==> config.mk <==
export PLATFORM = sky130hd
export DESIGN_NAME = tacc_core
export DESIGN_NICKNAME = d
export VERILOG_FILES = /design/src/core/tacc_pkg.sv /design/src/core/tacc_core.sv /design/src/core/tacc_alu.sv
export SDC_FILE = /design/constraint.sdc
export NUM_CORES = 1
export LEC_CHECK = 0
export BUFFER_PORTS_ARGS = -buffer_cell sky130_fd_sc_hd__buf_4
export CAP_MARGIN = 20
export CORE_ASPECT_RATIO = 0.6
export CORE_MARGIN = 10
export CORE_UTILIZATION = 35
export DETAILED_ROUTE_END_ITERATION = 10
export MAX_ROUTING_LAYER = met4
export REMOVE_ABC_BUFFERS = 1
export SYNTH_ARGS = -nofsm -noshare
export SYNTH_HDL_FRONTEND = slang
export SYNTH_SLANG_ARGS = --single-unit
==> constraint.sdc <==
create_clock -name clk_sys -period 8.8 [get_ports clk_sys]
set_input_delay 0.44 -clock clk_sys [delete_from_list [all_inputs] [get_ports clk_sys]]
set_output_delay 0.44 -clock clk_sys [all_outputs]
set_load 0.05 [all_outputs]
==> src/core/tacc_pkg.sv <==
// Constants and types shared by the four-accumulator execution datapath
package tacc_pkg;
  localparam int DATA_W = 16;
  localparam int ADDR_W = 15;
  // Field positions, bit 15 is the most significant instruction bit
  localparam int SRC_HI = 14;
  localparam int DST_HI = 12;
  localparam int OP_HI = 10;
  localparam int SH_HI = 7;
  localparam int CRY_HI = 5;
  localparam int NOLOAD_POS = 3;
  localparam int SKP_HI = 2;
  localparam logic [2:0] OP_INV = 3'h0;
  localparam logic [2:0] OP_NEG = 3'h1;
  localparam logic [2:0] OP_MOV = 3'h2;
  localparam logic [2:0] OP_INC = 3'h3;
  localparam logic [2:0] OP_ISUM = 3'h4;
  localparam logic [2:0] OP_DIFF = 3'h5;
  localparam logic [2:0] OP_SUM = 3'h6;
  localparam logic [2:0] OP_AND = 3'h7;
  localparam logic [1:0] SH_NONE = 2'h0;
  localparam logic [1:0] SH_LEFT = 2'h1;
  localparam logic [1:0] SH_RIGHT = 2'h2;
  localparam logic [1:0] SH_SWAP = 2'h3;
  localparam logic [14:0] LOC_SAVE_PC = 15'h0000;
  localparam logic [14:0] LOC_VEC_EXT = 15'h0001;
  localparam logic [14:0] LOC_VEC_RTC = 15'h0002;
  localparam logic [14:0] LOC_VEC_OVF = 15'h0003;
  localparam logic [14:0] LOC_TRAP_SAVE = 15'h0026;
  localparam logic [14:0] LOC_TRAP_VEC = 15'h0027;
  localparam logic IEN_RESET = 1'b0;
  localparam int MAX_INDIRECT = 255;
  typedef enum logic [2:0] {
    TACC_IDLE, TACC_SAVE, TACC_VREAD, TACC_IND, TACC_DONE
  } tacc_state_type;
endpackage

==> src/core/tacc_core.sv <==
// Accumulators, carry, counter, trap and interrupt sequencing
`timescale 1ns/100ps
module tacc_core import tacc_pkg::*; #(
  parameter int MAX_IND = MAX_INDIRECT
) (
  input  wire logic        clk_sys,
  input  wire logic        rst,
  input  wire logic        exec_valid,
  input  wire logic [15:0] exec_instr,
  input  wire logic [14:0] fetch_addr,
  input  wire logic        fetch_boundary,
  input  wire logic        halted,
  input  wire logic        peripheral_request_n,
  input  wire logic        rtc_request_set,
  input  wire logic        ovf_request_set,
  input  wire logic        rtc_enable,
  input  wire logic        int_enable_set,
  output logic             busy,
  output logic             mem_req,
  output logic             mem_write,
  output logic      [14:0] mem_addr,
  output logic      [15:0] mem_wdata,
  input  wire logic        mem_ack,
  input  wire logic [15:0] mem_rdata,
  output logic      [14:0] pc,
  output logic             carry,
  output logic             int_enable,
  output logic             rtc_request,
  output logic             ovf_request,
  output logic      [15:0] acc0,
  output logic      [15:0] acc1,
  output logic      [15:0] acc2,
  output logic      [15:0] acc3,
  output logic             ind_error
);
  initial begin
    if (MAX_IND < 1 || MAX_IND > 255) $error("MAX_IND out of range");
  end

  // *********************************************
  // Accumulator selection
  // *********************************************
  logic [15:0] acc [4];
  wire [1:0] source_acc_field = exec_instr[SRC_HI -: 2];
  wire [1:0] dest_acc_field = exec_instr[DST_HI -: 2];
  wire [15:0] src_val = acc[source_acc_field];
  wire [15:0] dst_val = acc[dest_acc_field];
  wire [15:0] shifted;
  wire        carry_out;
  wire        skip;
  tacc_alu u_alu (
    .instr     (exec_instr),
    .src_val   (src_val),
    .dst_val   (dst_val),
    .carry     (carry),
    .shifted   (shifted),
    .carry_out (carry_out),
    .skip      (skip)
  );
  wire no_load = exec_instr[NOLOAD_POS];
  wire is_trap = no_load && (exec_instr[SKP_HI -: 3] == 3'h0);
  assign acc0 = acc[0];
  assign acc1 = acc[1];
  assign acc2 = acc[2];
  assign acc3 = acc[3];

  // *********************************************
  // Interrupt arbitration
  // *********************************************
  // Request taken only at boundaries or while halted, so a peripheral must hold it
  logic ext_s1;
  logic ext_s2;
  wire ovf_pend = ovf_request;
  wire rtc_pend = rtc_request && rtc_enable;
  wire ext_pend = ~ext_s2;
  wire int_window = (fetch_boundary || halted) && int_enable;
  wire int_take = int_window && (ovf_pend || rtc_pend || ext_pend);
  wire [14:0] int_vector = ovf_pend ? LOC_VEC_OVF :
                           rtc_pend ? LOC_VEC_RTC :
                           LOC_VEC_EXT;

  // *********************************************
  // Sequencer
  // *********************************************
  tacc_state_type state;
  logic [14:0] vec_addr;
  logic [14:0] save_word;
  logic [7:0]  ind_count;
  wire idle = (state == TACC_IDLE);
  wire start_trap = idle && exec_valid && is_trap;
  wire start_int = idle && !exec_valid && int_take;
  wire do_alu = idle && exec_valid && !is_trap;
  wire clr_rtc = start_int && !ovf_pend && rtc_pend;
  wire clr_ovf = start_int && ovf_pend;
  assign busy = !idle;
  assign mem_req = (state == TACC_SAVE) || (state == TACC_VREAD) ||
                   (state == TACC_IND);
  assign mem_write = (state == TACC_SAVE);

  always_ff @(posedge clk_sys) begin
    ext_s1 <= peripheral_request_n;
    ext_s2 <= ext_s1;
  end

  always_ff @(posedge clk_sys) begin
    if (rst) begin
      state <= TACC_IDLE;
      mem_addr <= 15'h0000;
      mem_wdata <= 16'h0000;
      vec_addr <= 15'h0000;
      save_word <= 15'h0000;
      ind_count <= 8'h00;
      ind_error <= 1'b0;
    end else begin
      unique case (state)
        TACC_IDLE: begin
          if (start_trap) begin
            state <= TACC_SAVE;
            mem_addr <= LOC_TRAP_SAVE;
            mem_wdata <= {1'b0, fetch_addr};
            vec_addr <= LOC_TRAP_VEC;
          end else if (start_int) begin
            state <= TACC_SAVE;
            mem_addr <= LOC_SAVE_PC;
            mem_wdata <= {1'b0, pc};
            vec_addr <= int_vector;
          end
        end
        TACC_SAVE: begin
          if (mem_ack) begin
            state <= TACC_VREAD;
            mem_addr <= vec_addr;
            ind_count <= 8'h00;
          end
        end
        TACC_VREAD, TACC_IND: begin
          if (mem_ack) begin
            save_word <= mem_rdata[14:0];
            if (mem_rdata[15] && ind_count < 8'(MAX_IND)) begin
              // Indirect chain is bounded so a loop cannot hang
              state <= TACC_IND;
              mem_addr <= mem_rdata[14:0];
              ind_count <= ind_count + 8'h01;
            end else begin
              ind_error <= mem_rdata[15];
              state <= TACC_DONE;
            end
          end
        end
        TACC_DONE: begin
          state <= TACC_IDLE;
        end
        // Three codes of the state word are unused; recover to idle
        default: begin
          state <= TACC_IDLE;
        end
      endcase
    end
  end

  // *********************************************
  // Architectural state
  // *********************************************
  always_ff @(posedge clk_sys) begin
    if (rst) begin
      pc <= 15'h0000;
      carry <= 1'b0;
      acc <= '{default: 16'h0000};
    end else begin
      if (do_alu) begin
        pc <= skip ? pc + 15'h0002 : pc + 15'h0001;
        if (!no_load) begin
          acc[dest_acc_field] <= shifted;
          carry <= carry_out;
        end
      end else if (state == TACC_DONE) begin
        pc <= save_word;
      end
    end
  end

  // Request set wins over its clear in the same cycle; taking an interrupt wins over int_enable_set
  always_ff @(posedge clk_sys) begin
    if (rst) begin
      int_enable <= IEN_RESET;
      rtc_request <= 1'b0;
      ovf_request <= 1'b0;
    end else begin
      if (start_int) begin
        int_enable <= 1'b0;
      end else if (int_enable_set) begin
        int_enable <= 1'b1;
      end
      if (rtc_request_set) begin
        rtc_request <= 1'b1;
      end else if (clr_rtc) begin
        rtc_request <= 1'b0;
      end
      if (ovf_request_set) begin
        ovf_request <= 1'b1;
      end else if (clr_ovf) begin
        ovf_request <= 1'b0;
      end
    end
  end
endmodule

==> src/core/tacc_alu.sv <==
// Combinational operation, shift and skip logic of one instruction
`timescale 1ns/100ps
module tacc_alu import tacc_pkg::*; (
  input  wire logic [15:0] instr,
  input  wire logic [15:0] src_val,
  input  wire logic [15:0] dst_val,
  input  wire logic        carry,
  output logic      [15:0] shifted,
  output logic             carry_out,
  output logic             skip
);
  // *********************************************
  // Field decode
  // *********************************************
  wire [2:0] op_field = instr[OP_HI -: 3];
  wire [1:0] rotate_select_field = instr[SH_HI -: 2];
  wire [1:0] cry_field = instr[CRY_HI -: 2];
  wire [2:0] skip_select_field = instr[SKP_HI -: 3];
  wire       base_carry = (cry_field == 2'h0) ? carry :
                          (cry_field == 2'h1) ? 1'b0 :
                          (cry_field == 2'h2) ? 1'b1 : ~carry;

  // *********************************************
  // Arithmetic
  // *********************************************
  wire [16:0] sum_full = {1'b0, src_val} + {1'b0, dst_val};
  wire [15:0] neg_val = 16'h0000 - src_val;
  wire [15:0] inc_val = src_val + 16'h0001;
  logic [15:0] al_result;
  logic        flip;
  always_comb begin
    al_result = src_val;
    flip = 1'b0;
    unique case (op_field)
      OP_INV: begin
        al_result = ~src_val;
      end
      OP_NEG: begin
        al_result = neg_val;
        flip = (neg_val == 16'h0000);
      end
      OP_MOV: begin
        al_result = src_val;
      end
      OP_INC: begin
        al_result = inc_val;
        flip = (inc_val == 16'h0000);
      end
      OP_ISUM: begin
        al_result = ~src_val + dst_val;
        flip = (dst_val > src_val);
      end
      OP_DIFF: begin
        al_result = dst_val - src_val;
        flip = (dst_val >= src_val);
      end
      OP_SUM: begin
        al_result = sum_full[15:0];
        flip = sum_full[16];
      end
      OP_AND: begin
        al_result = src_val & dst_val;
      end
    endcase
  end
  wire carry_in = base_carry ^ flip;

  // *********************************************
  // Shift and skip
  // *********************************************
  always_comb begin
    shifted = al_result;
    carry_out = carry_in;
    unique case (rotate_select_field)
      SH_NONE: begin
        shifted = al_result;
      end
      SH_LEFT: begin
        {carry_out, shifted} = {al_result, carry_in};
      end
      SH_RIGHT: begin
        {shifted, carry_out} = {carry_in, al_result};
      end
      SH_SWAP: begin
        shifted = {al_result[7:0], al_result[15:8]};
      end
    endcase
  end
  wire r_zero = (shifted == 16'h0000);
  always_comb begin
    skip = 1'b0;
    unique case (skip_select_field)
      3'h0: skip = 1'b0;
      3'h1: skip = 1'b1;
      3'h2: skip = ~carry_out;
      3'h3: skip = carry_out;
      3'h4: skip = r_zero;
      3'h5: skip = ~r_zero;
      3'h6: skip = ~carry_out | r_zero;
      3'h7: skip = carry_out & ~r_zero;
    endcase
  end
endmodule

After elaboration in Yosys (flattened, before gate mapping). Cells that the tools add are included. Widths: inputs -> output; s select.

Magnitude comparators: 6. Reduce and logical (&&, ||, !) cells: 46. Equal/unequal tests: 27. Bitwise logic cells: 13. Multiplexer cells: 46. Add/subtract/negate cells: 8.

Operators by type and width (number): $mux 15 (10); $pmux 16 s8 (1); $mux 16 (7); $bmux 16 s2 (2); $bwmux 64 (1); $pmux 16 s4 (1); $logic_not 16->1 (3); $pmux 15 s3 (1); $demux 16 s2 (1); $eq 3x3->1 const B (9); $mux 8 (3); $eq 3x2->1 const B (6); $add 16x16->17 (1); $add 16x1->16 const B (1); $add 16x16->16 (1); $and 16x16->16 (1); $ge 16x16->1 (1); $gt 16x16->1 (1); $not 16->16 (1); $pmux 8 s2 (1); $sub 1x16->16 const A (1); $sub 16x16->16 (1); $add 15x1->15 const B (1); $add 15x2->15 const B (1); 34 further kinds (89).

Input bits: 58. Flip-flop bits (word level): 158. Output and inout bits: 118. Word-level logic and storage cells: 164.

Longest topological paths before layout.
Depth in word-level cells: 15. Mapped depth: 24. Gate-level depth less buffers: 20.

Cells and area by module. From an unflattened synthesis, not the netlist that was laid out.

Cells, all modules: 1497. Area, all modules: 11352.1 sq um.

By module, submodules not included: tacc_core (area each 6590.1 sq um, seq. area each 2902.8 sq um, cells each 749, instances 1); tacc_alu (area each 4762.1 sq um, seq. area each 0.0 sq um, cells each 748, instances 1).

Worst setup path after synthesis. OpenSTA, ideal clock, no wires.

Path kind: input to register. Start: input exec_instr[11]. End: register pc[13]. Slack: 2.932 ns. Path buffers: 3. Stages on the path: 21. Arrival time: 5.797 ns. Cell sequence: buf_1 > clkbuf_1 > mux4_2 > ha_1 > fa_1 > nand2b_1 > a211o_1 > a31oi_1 > a2111oi_0 > xnor2_1 > nor2_1 > o32a_1 > a221o_1 > o21ai_1 > nor4bb_4 > a311oi_1 > a2111o_2 > buf_8 > o2111ai_2 > mux2_1 > a21oi_1.

Word-level cells in the longest chain between the ends: 14. Elaborated cells between the ends (all ways): 23.

RTL lines: from (decl) (RTL line tacc_core.sv:9) `input wire logic [15:0] exec_instr,`; $not 2->3 (implied by the code) * (RTL line tacc_core.sv:47) `wire [15:0] dst_val = acc[dest_acc_field];`; $bmux 16 s2 * (RTL line tacc_core.sv:47); $mux 16 (implied by the code) * (2 in a row) (RTL line tacc_core.sv:47); $add 16x16->17, or another cell as far along (RTL line tacc_alu.sv:26) `wire [16:0] sum_full = {1'b0, src_val} + {1'b0, dst_val};`; $pmux 1 s5 (RTL line tacc_alu.sv:34) `unique case (op_field)`; $xor 1x1->1 (RTL line tacc_alu.sv:66) `wire carry_in = base_carry ^ flip;`; $pmux 16 s4 (RTL line tacc_alu.sv:74) `unique case (rotate_select_field)`; $logic_not 16->1 (RTL line tacc_alu.sv:89) `wire r_zero = (shifted == 16'h0000);`; $not 1->1 (RTL line tacc_alu.sv:98, tacc_alu.sv:100); $and 1x1->1 (RTL line tacc_alu.sv:100) `3'h7: skip = carry_out & ~r_zero;`; $pmux 1 s8 * (RTL line tacc_alu.sv:92) `unique case (skip_select_field)`; $mux 15 * (RTL line tacc_core.sv:171) `pc <= skip ? pc + 15'h0002 : pc + 15'h0001;`; $mux 15 * (RTL line tacc_core.sv:170) `if (do_alu) begin`; to (signal assigned) (RTL line tacc_core.sv:171); to (signal assigned) (RTL line tacc_core.sv:177) `pc <= save_word;`; to (decl) (RTL line tacc_core.sv:25) `output logic [14:0] pc,`.

Every way passes the cells marked *; elsewhere a longest branch is shown, timed or not. The select of a mux whose other input is x is not followed. A chain may end at the register's enable or synchronous reset.

Worst setup path in the final report.
Start: input exec_instr[14]. End: register pc[10].

Word-level cells in the longest chain between the ends: 15. Elaborated cells between the ends (all ways): 28.

RTL lines: $not 2->3 (implied by the code) * (RTL line tacc_core.sv:46) `wire [15:0] src_val = acc[source_acc_field];`; $bmux 16 s2 * (RTL line tacc_core.sv:46); $mux 16 (implied by the code) * (2 in a row) (RTL line tacc_core.sv:46); $add 16x1->16 / $sub 1x16->16 (equally long branches) (RTL line tacc_alu.sv:28, tacc_alu.sv:27); $logic_not 16->1, on equally long branches (RTL line tacc_alu.sv:47, tacc_alu.sv:40); $pmux 1 s5 (RTL line tacc_alu.sv:34); $xor 1x1->1 (RTL line tacc_alu.sv:66); $pmux 16 s4 (RTL line tacc_alu.sv:74); $logic_not 16->1 (RTL line tacc_alu.sv:89); $not 1->1 (RTL line tacc_alu.sv:98, tacc_alu.sv:100); $and 1x1->1 (RTL line tacc_alu.sv:100); $pmux 1 s8 * (RTL line tacc_alu.sv:92); $mux 15 * (RTL line tacc_core.sv:171); $mux 15 * (RTL line tacc_core.sv:170).

Marked as above.

==> results.ini <==
[run_status]
outcome = finished, final reports clean

[hold_path]
holdPathEnd = ext_s1
hp-start = peripheral_request_n
hold_path_class = input port to flop
holdPathStages = 1

[clocking]
cts_sinks = 145
ctsHoldBuffers = 0
cts_tree = done
clockRootBuffer = clkbuf_16
cts_made_buffers = 17
cts_setup_buffers = 0
cts_htree_levels = 4
clock_path_buffers = 2
clk_pin_slew_worst_paths_ns = 0.06
clock_latency_ns = 0.44
post_cts_resized = 0

[global_route]
grtUsageTotal_pct = 25.3
grt_first_pass_wirelength_um = 76900
grt_pass1_vias = 11496
grt_max_degree = 68
antenna_found_initial = 0
grt.overflow.total = 0

[yosys]
synthCells = 1514
synthFlopType = dfxtp_1
synth.cell_area_um2 = 11500
syn_area_per_cell_um2 = 7.62
ys_seq_area_share_pct = 25.1
synth.distinct_cells = 103
yosys_warnings = 0
synth_edf_count = 0
ys_ff_latch = 145
async_flop_share_pct = 0

[setup_path]
critical-path-slowest-cell = ha_1
cp.arrival_ns = 7.71
required_ns = 9.15
ff2ff_path_depth = 18
path_delay_family = compound AO/OA/AOI/OAI gates
path_max_fanout = 35
startpoint_type = input port
setup.worst_path.class = input port to flop
crit_cells = 19
cp_slowest_stage_delay_ns = 0.80
r2r_setup_slack_ns = 1.64
cp-end-kind = flop
path_buf_inv = 2
crit-reg2reg-launch = acc2[4]
r2r-end = pc[10]
cp_cell_sequence = buf_4 > mux4_2 > clkinv_1 > ha_1 > nor2b_1 > or4_1 > o21a_1 > a2111oi_0 > a211oi_1 > a32oi_1 > and2_1 > a2bb2oi_1 > or3_1 > nor4b_2 > and4_1 > a2111o_2 > mux2i_4 > nand4b_1 > a31oi_1

[timing]
slew_violations = 0
relSlewSlack_pct = 20.2
finClkSkew_ns = 0.0173
fmax_mhz = 136
rsz0062_at_grt = no
tightest_slew_ns = 1.19
finalSetupViolations = 0
postLayoutSetupSlackWorst_ns = 1.44
hold_viol = 0
fin_crit_sh_pct = 83.6
tns_ns = 0
min_period_ns = 7.36

[power_and_ir_drop]
p_per_area_nw_per_um2 = 149
p_leak_nw = 5.40
swShare_pct = 34.4
p_int_mw = 1.34
ir_drop_mv = 0.143
finalPower_mw = 2.04
pwr-share-comb_pct = 26.4
switchingPower_mw = 0.700
p_seq_share_pct = 33.8
p_clk_share_pct = 39.7

[final_layout]
fillerInstances = 3290
fin_nets = 1718
n_antenna_cell = 0
area_growth_pct = 18.5
drive_above_1_share_pct = 17.6

[floorplan]
die-width_um = 254
die_h_um = 161
dieArea_um2 = 40900
start_util_pct = 35.5
num_io_pins = 176
coreArea_um2 = 32500
fp-row-count = 51

[detailed_routing]
firstDrtPassIters = 5
drcViolationCount = 0
ant_nets = 0
wire_per_inst_um = 25.4
viasPerCell = 6.21
wirelength_um = 52100
drt_iter0_drc = 1822
vias = 12744

[placed_design]
dpl_worst_slack_ns = 1.30
io_buffers = 173
place.gp.congestion = 0.988
place_hpwl_um = 40500

[run]
maxCapViolations = 0

==> power groups by stage <==
stage | registers (mW) | logic, mW | clock network (mW)
CTS | 0.688 | 0.520 | 0.817
floorplan | 0.736 | 0.280 | 0
finish | 0.689 | 0.538 | 0.809
detailed placement | 0.703 | 0.518 | 0
global placement | 0.703 | 0.518 | 0
global route | 0.691 | 0.569 | 0.845
==> registers in the layout (all words and copies together) (netlist names), 3 cells and up <==
register / cells
vec_addr: 3
acc3: 16
acc0: 16
save_word: 15
ind_count: 8
acc2: 16
state: 3
acc1: 16
mem_wdata: 15
mem_addr: 15
pc: 15
==> synthesized netlist by cell type, drive strengths merged, types with 8 or more instances <==
cell    instances  area [um^2]
a32oi           8         77.6
xor2           17          149
mux2i          47          483
and3           29          181
nand4b          8         70.1
or4             8         63.8
or3            14         92.6
buf            25          151
nor2          135          509
and4            9         78.8
o21ai          52          264
a22oi          29          218
a31oi          24          150
nand3          41          205
ha             42          526
xnor2          18          158
dfxtp         145         2900
nand4          30          188
and2           12         75.1
nor4           13          115
mux4           27          608
a21o           11         82.6
o211ai         17          128
a21oi         163          827
clkbuf         80          300
inv            47          176
nor2b          15         93.8
or2             9         56.3
a221oi         13          114
a211oi         27          203
nand2b         17          106
nor3           30          161
nand2         229          860
==> area by class of cell <==
type / instances / area (um^2) / area share, %
clock buffers: 20 / 457 / 3.34
clock inverters: 12 / 180 / 1.32
inverters: 48 / 180 / 1.32
multi-input cells: 1216 / 8020 / 58.7
flip-flops and latches: 145 / 2900 / 21.2
well taps: 424 / 531 / 3.88
repair buffers: 187 / 1400 / 10.3
==> kinds of logic after synthesis <==
logic type | share of synthesized area (%)
AOI/OAI and AO/OA | 25.4
xor gates and xnor gates | 2.66
adders and majority gates | 5.07
buffers and inverters | 5.47
DFF | 25.1
muxes | 10.2
other | 0.0325
and+or+nand+nor | 26.1
==> cells in the final DEF, fill, tap and decap left out, types with 27 or more instances in the layout <==
cell      count
and3_1       29
nand2_1     229
a211oi_1     27
dfxtp_1     145
nor2_1      134
o21ai_0      41
nor3_1       29
buf_4       187
a22oi_1      29
mux4_2       27
nand4_1      30
nand3_1      41
ha_1         42
inv_1        42
mux2i_1      46
a21oi_1     161
==> how the worst max path moves through the flow <==
stage              startpoint  slack, ns  endpoint
2_1_floorplan         acc2[4]       3.14    pc[13]
3_3_place_gp   exec_instr[14]       1.39     pc[4]
3_5_place_dp   exec_instr[14]       1.30    pc[10]
4_1_cts        exec_instr[14]       1.73    pc[10]
5_1_grt        exec_instr[14]       1.11    pc[10]
6_report       exec_instr[14]       1.44    pc[10]
==> worst reg2reg max path, cell delays in order, from the launching register on <==
cell	delay (ns)
dfxtp_1	0.42
mux4_2	0.54
clkinv_1	0.39
ha_1	0.80
nor2b_1	0.13
or4_1	0.51
o21a_1	0.33
a2111oi_0	0.47
a211oi_1	0.16
a32oi_1	0.34
and2_1	0.32
a2bb2oi_1	0.76
or3_1	0.27
nor4b_2	0.06
and4_1	0.19
a2111o_2	0.59
mux2i_4	0.46
nand4b_1	0.17
a31oi_1	0.19
==> metrics by stage <==
stage / cells / utilization [%] / area (um^2) / hold slack (ns)
floorplan: 1409 / - / 11100 / 0.310
global placement: 2020 / 40.1 / 13000 / 0.310
detailed placement: 2020 / 40.1 / 13000 / 0.329
CTS: 2052 / 42.1 / 13700 / 0.0949
global route: 2052 / 42.1 / 13700 / 0.0963
finish: 2052 / 42.1 / 13700 / 0.112
==> per-layer routing <==
| metal | GRT usage, % | vias to the layer above | share of wire (%) |
|---|---|---|---|
| met4 | 3.39 | 0 | 0.63 |
| met1 | 39.1 | 6215 | 49 |
| met2 | 31.0 | 695 | 38 |
| met3 | 7.53 | 24 | 12 |
| li1 | - | 5810 | - |
| met5 | - | - | 0 |
Note: power is estimated with default switching activity, not from simulation.
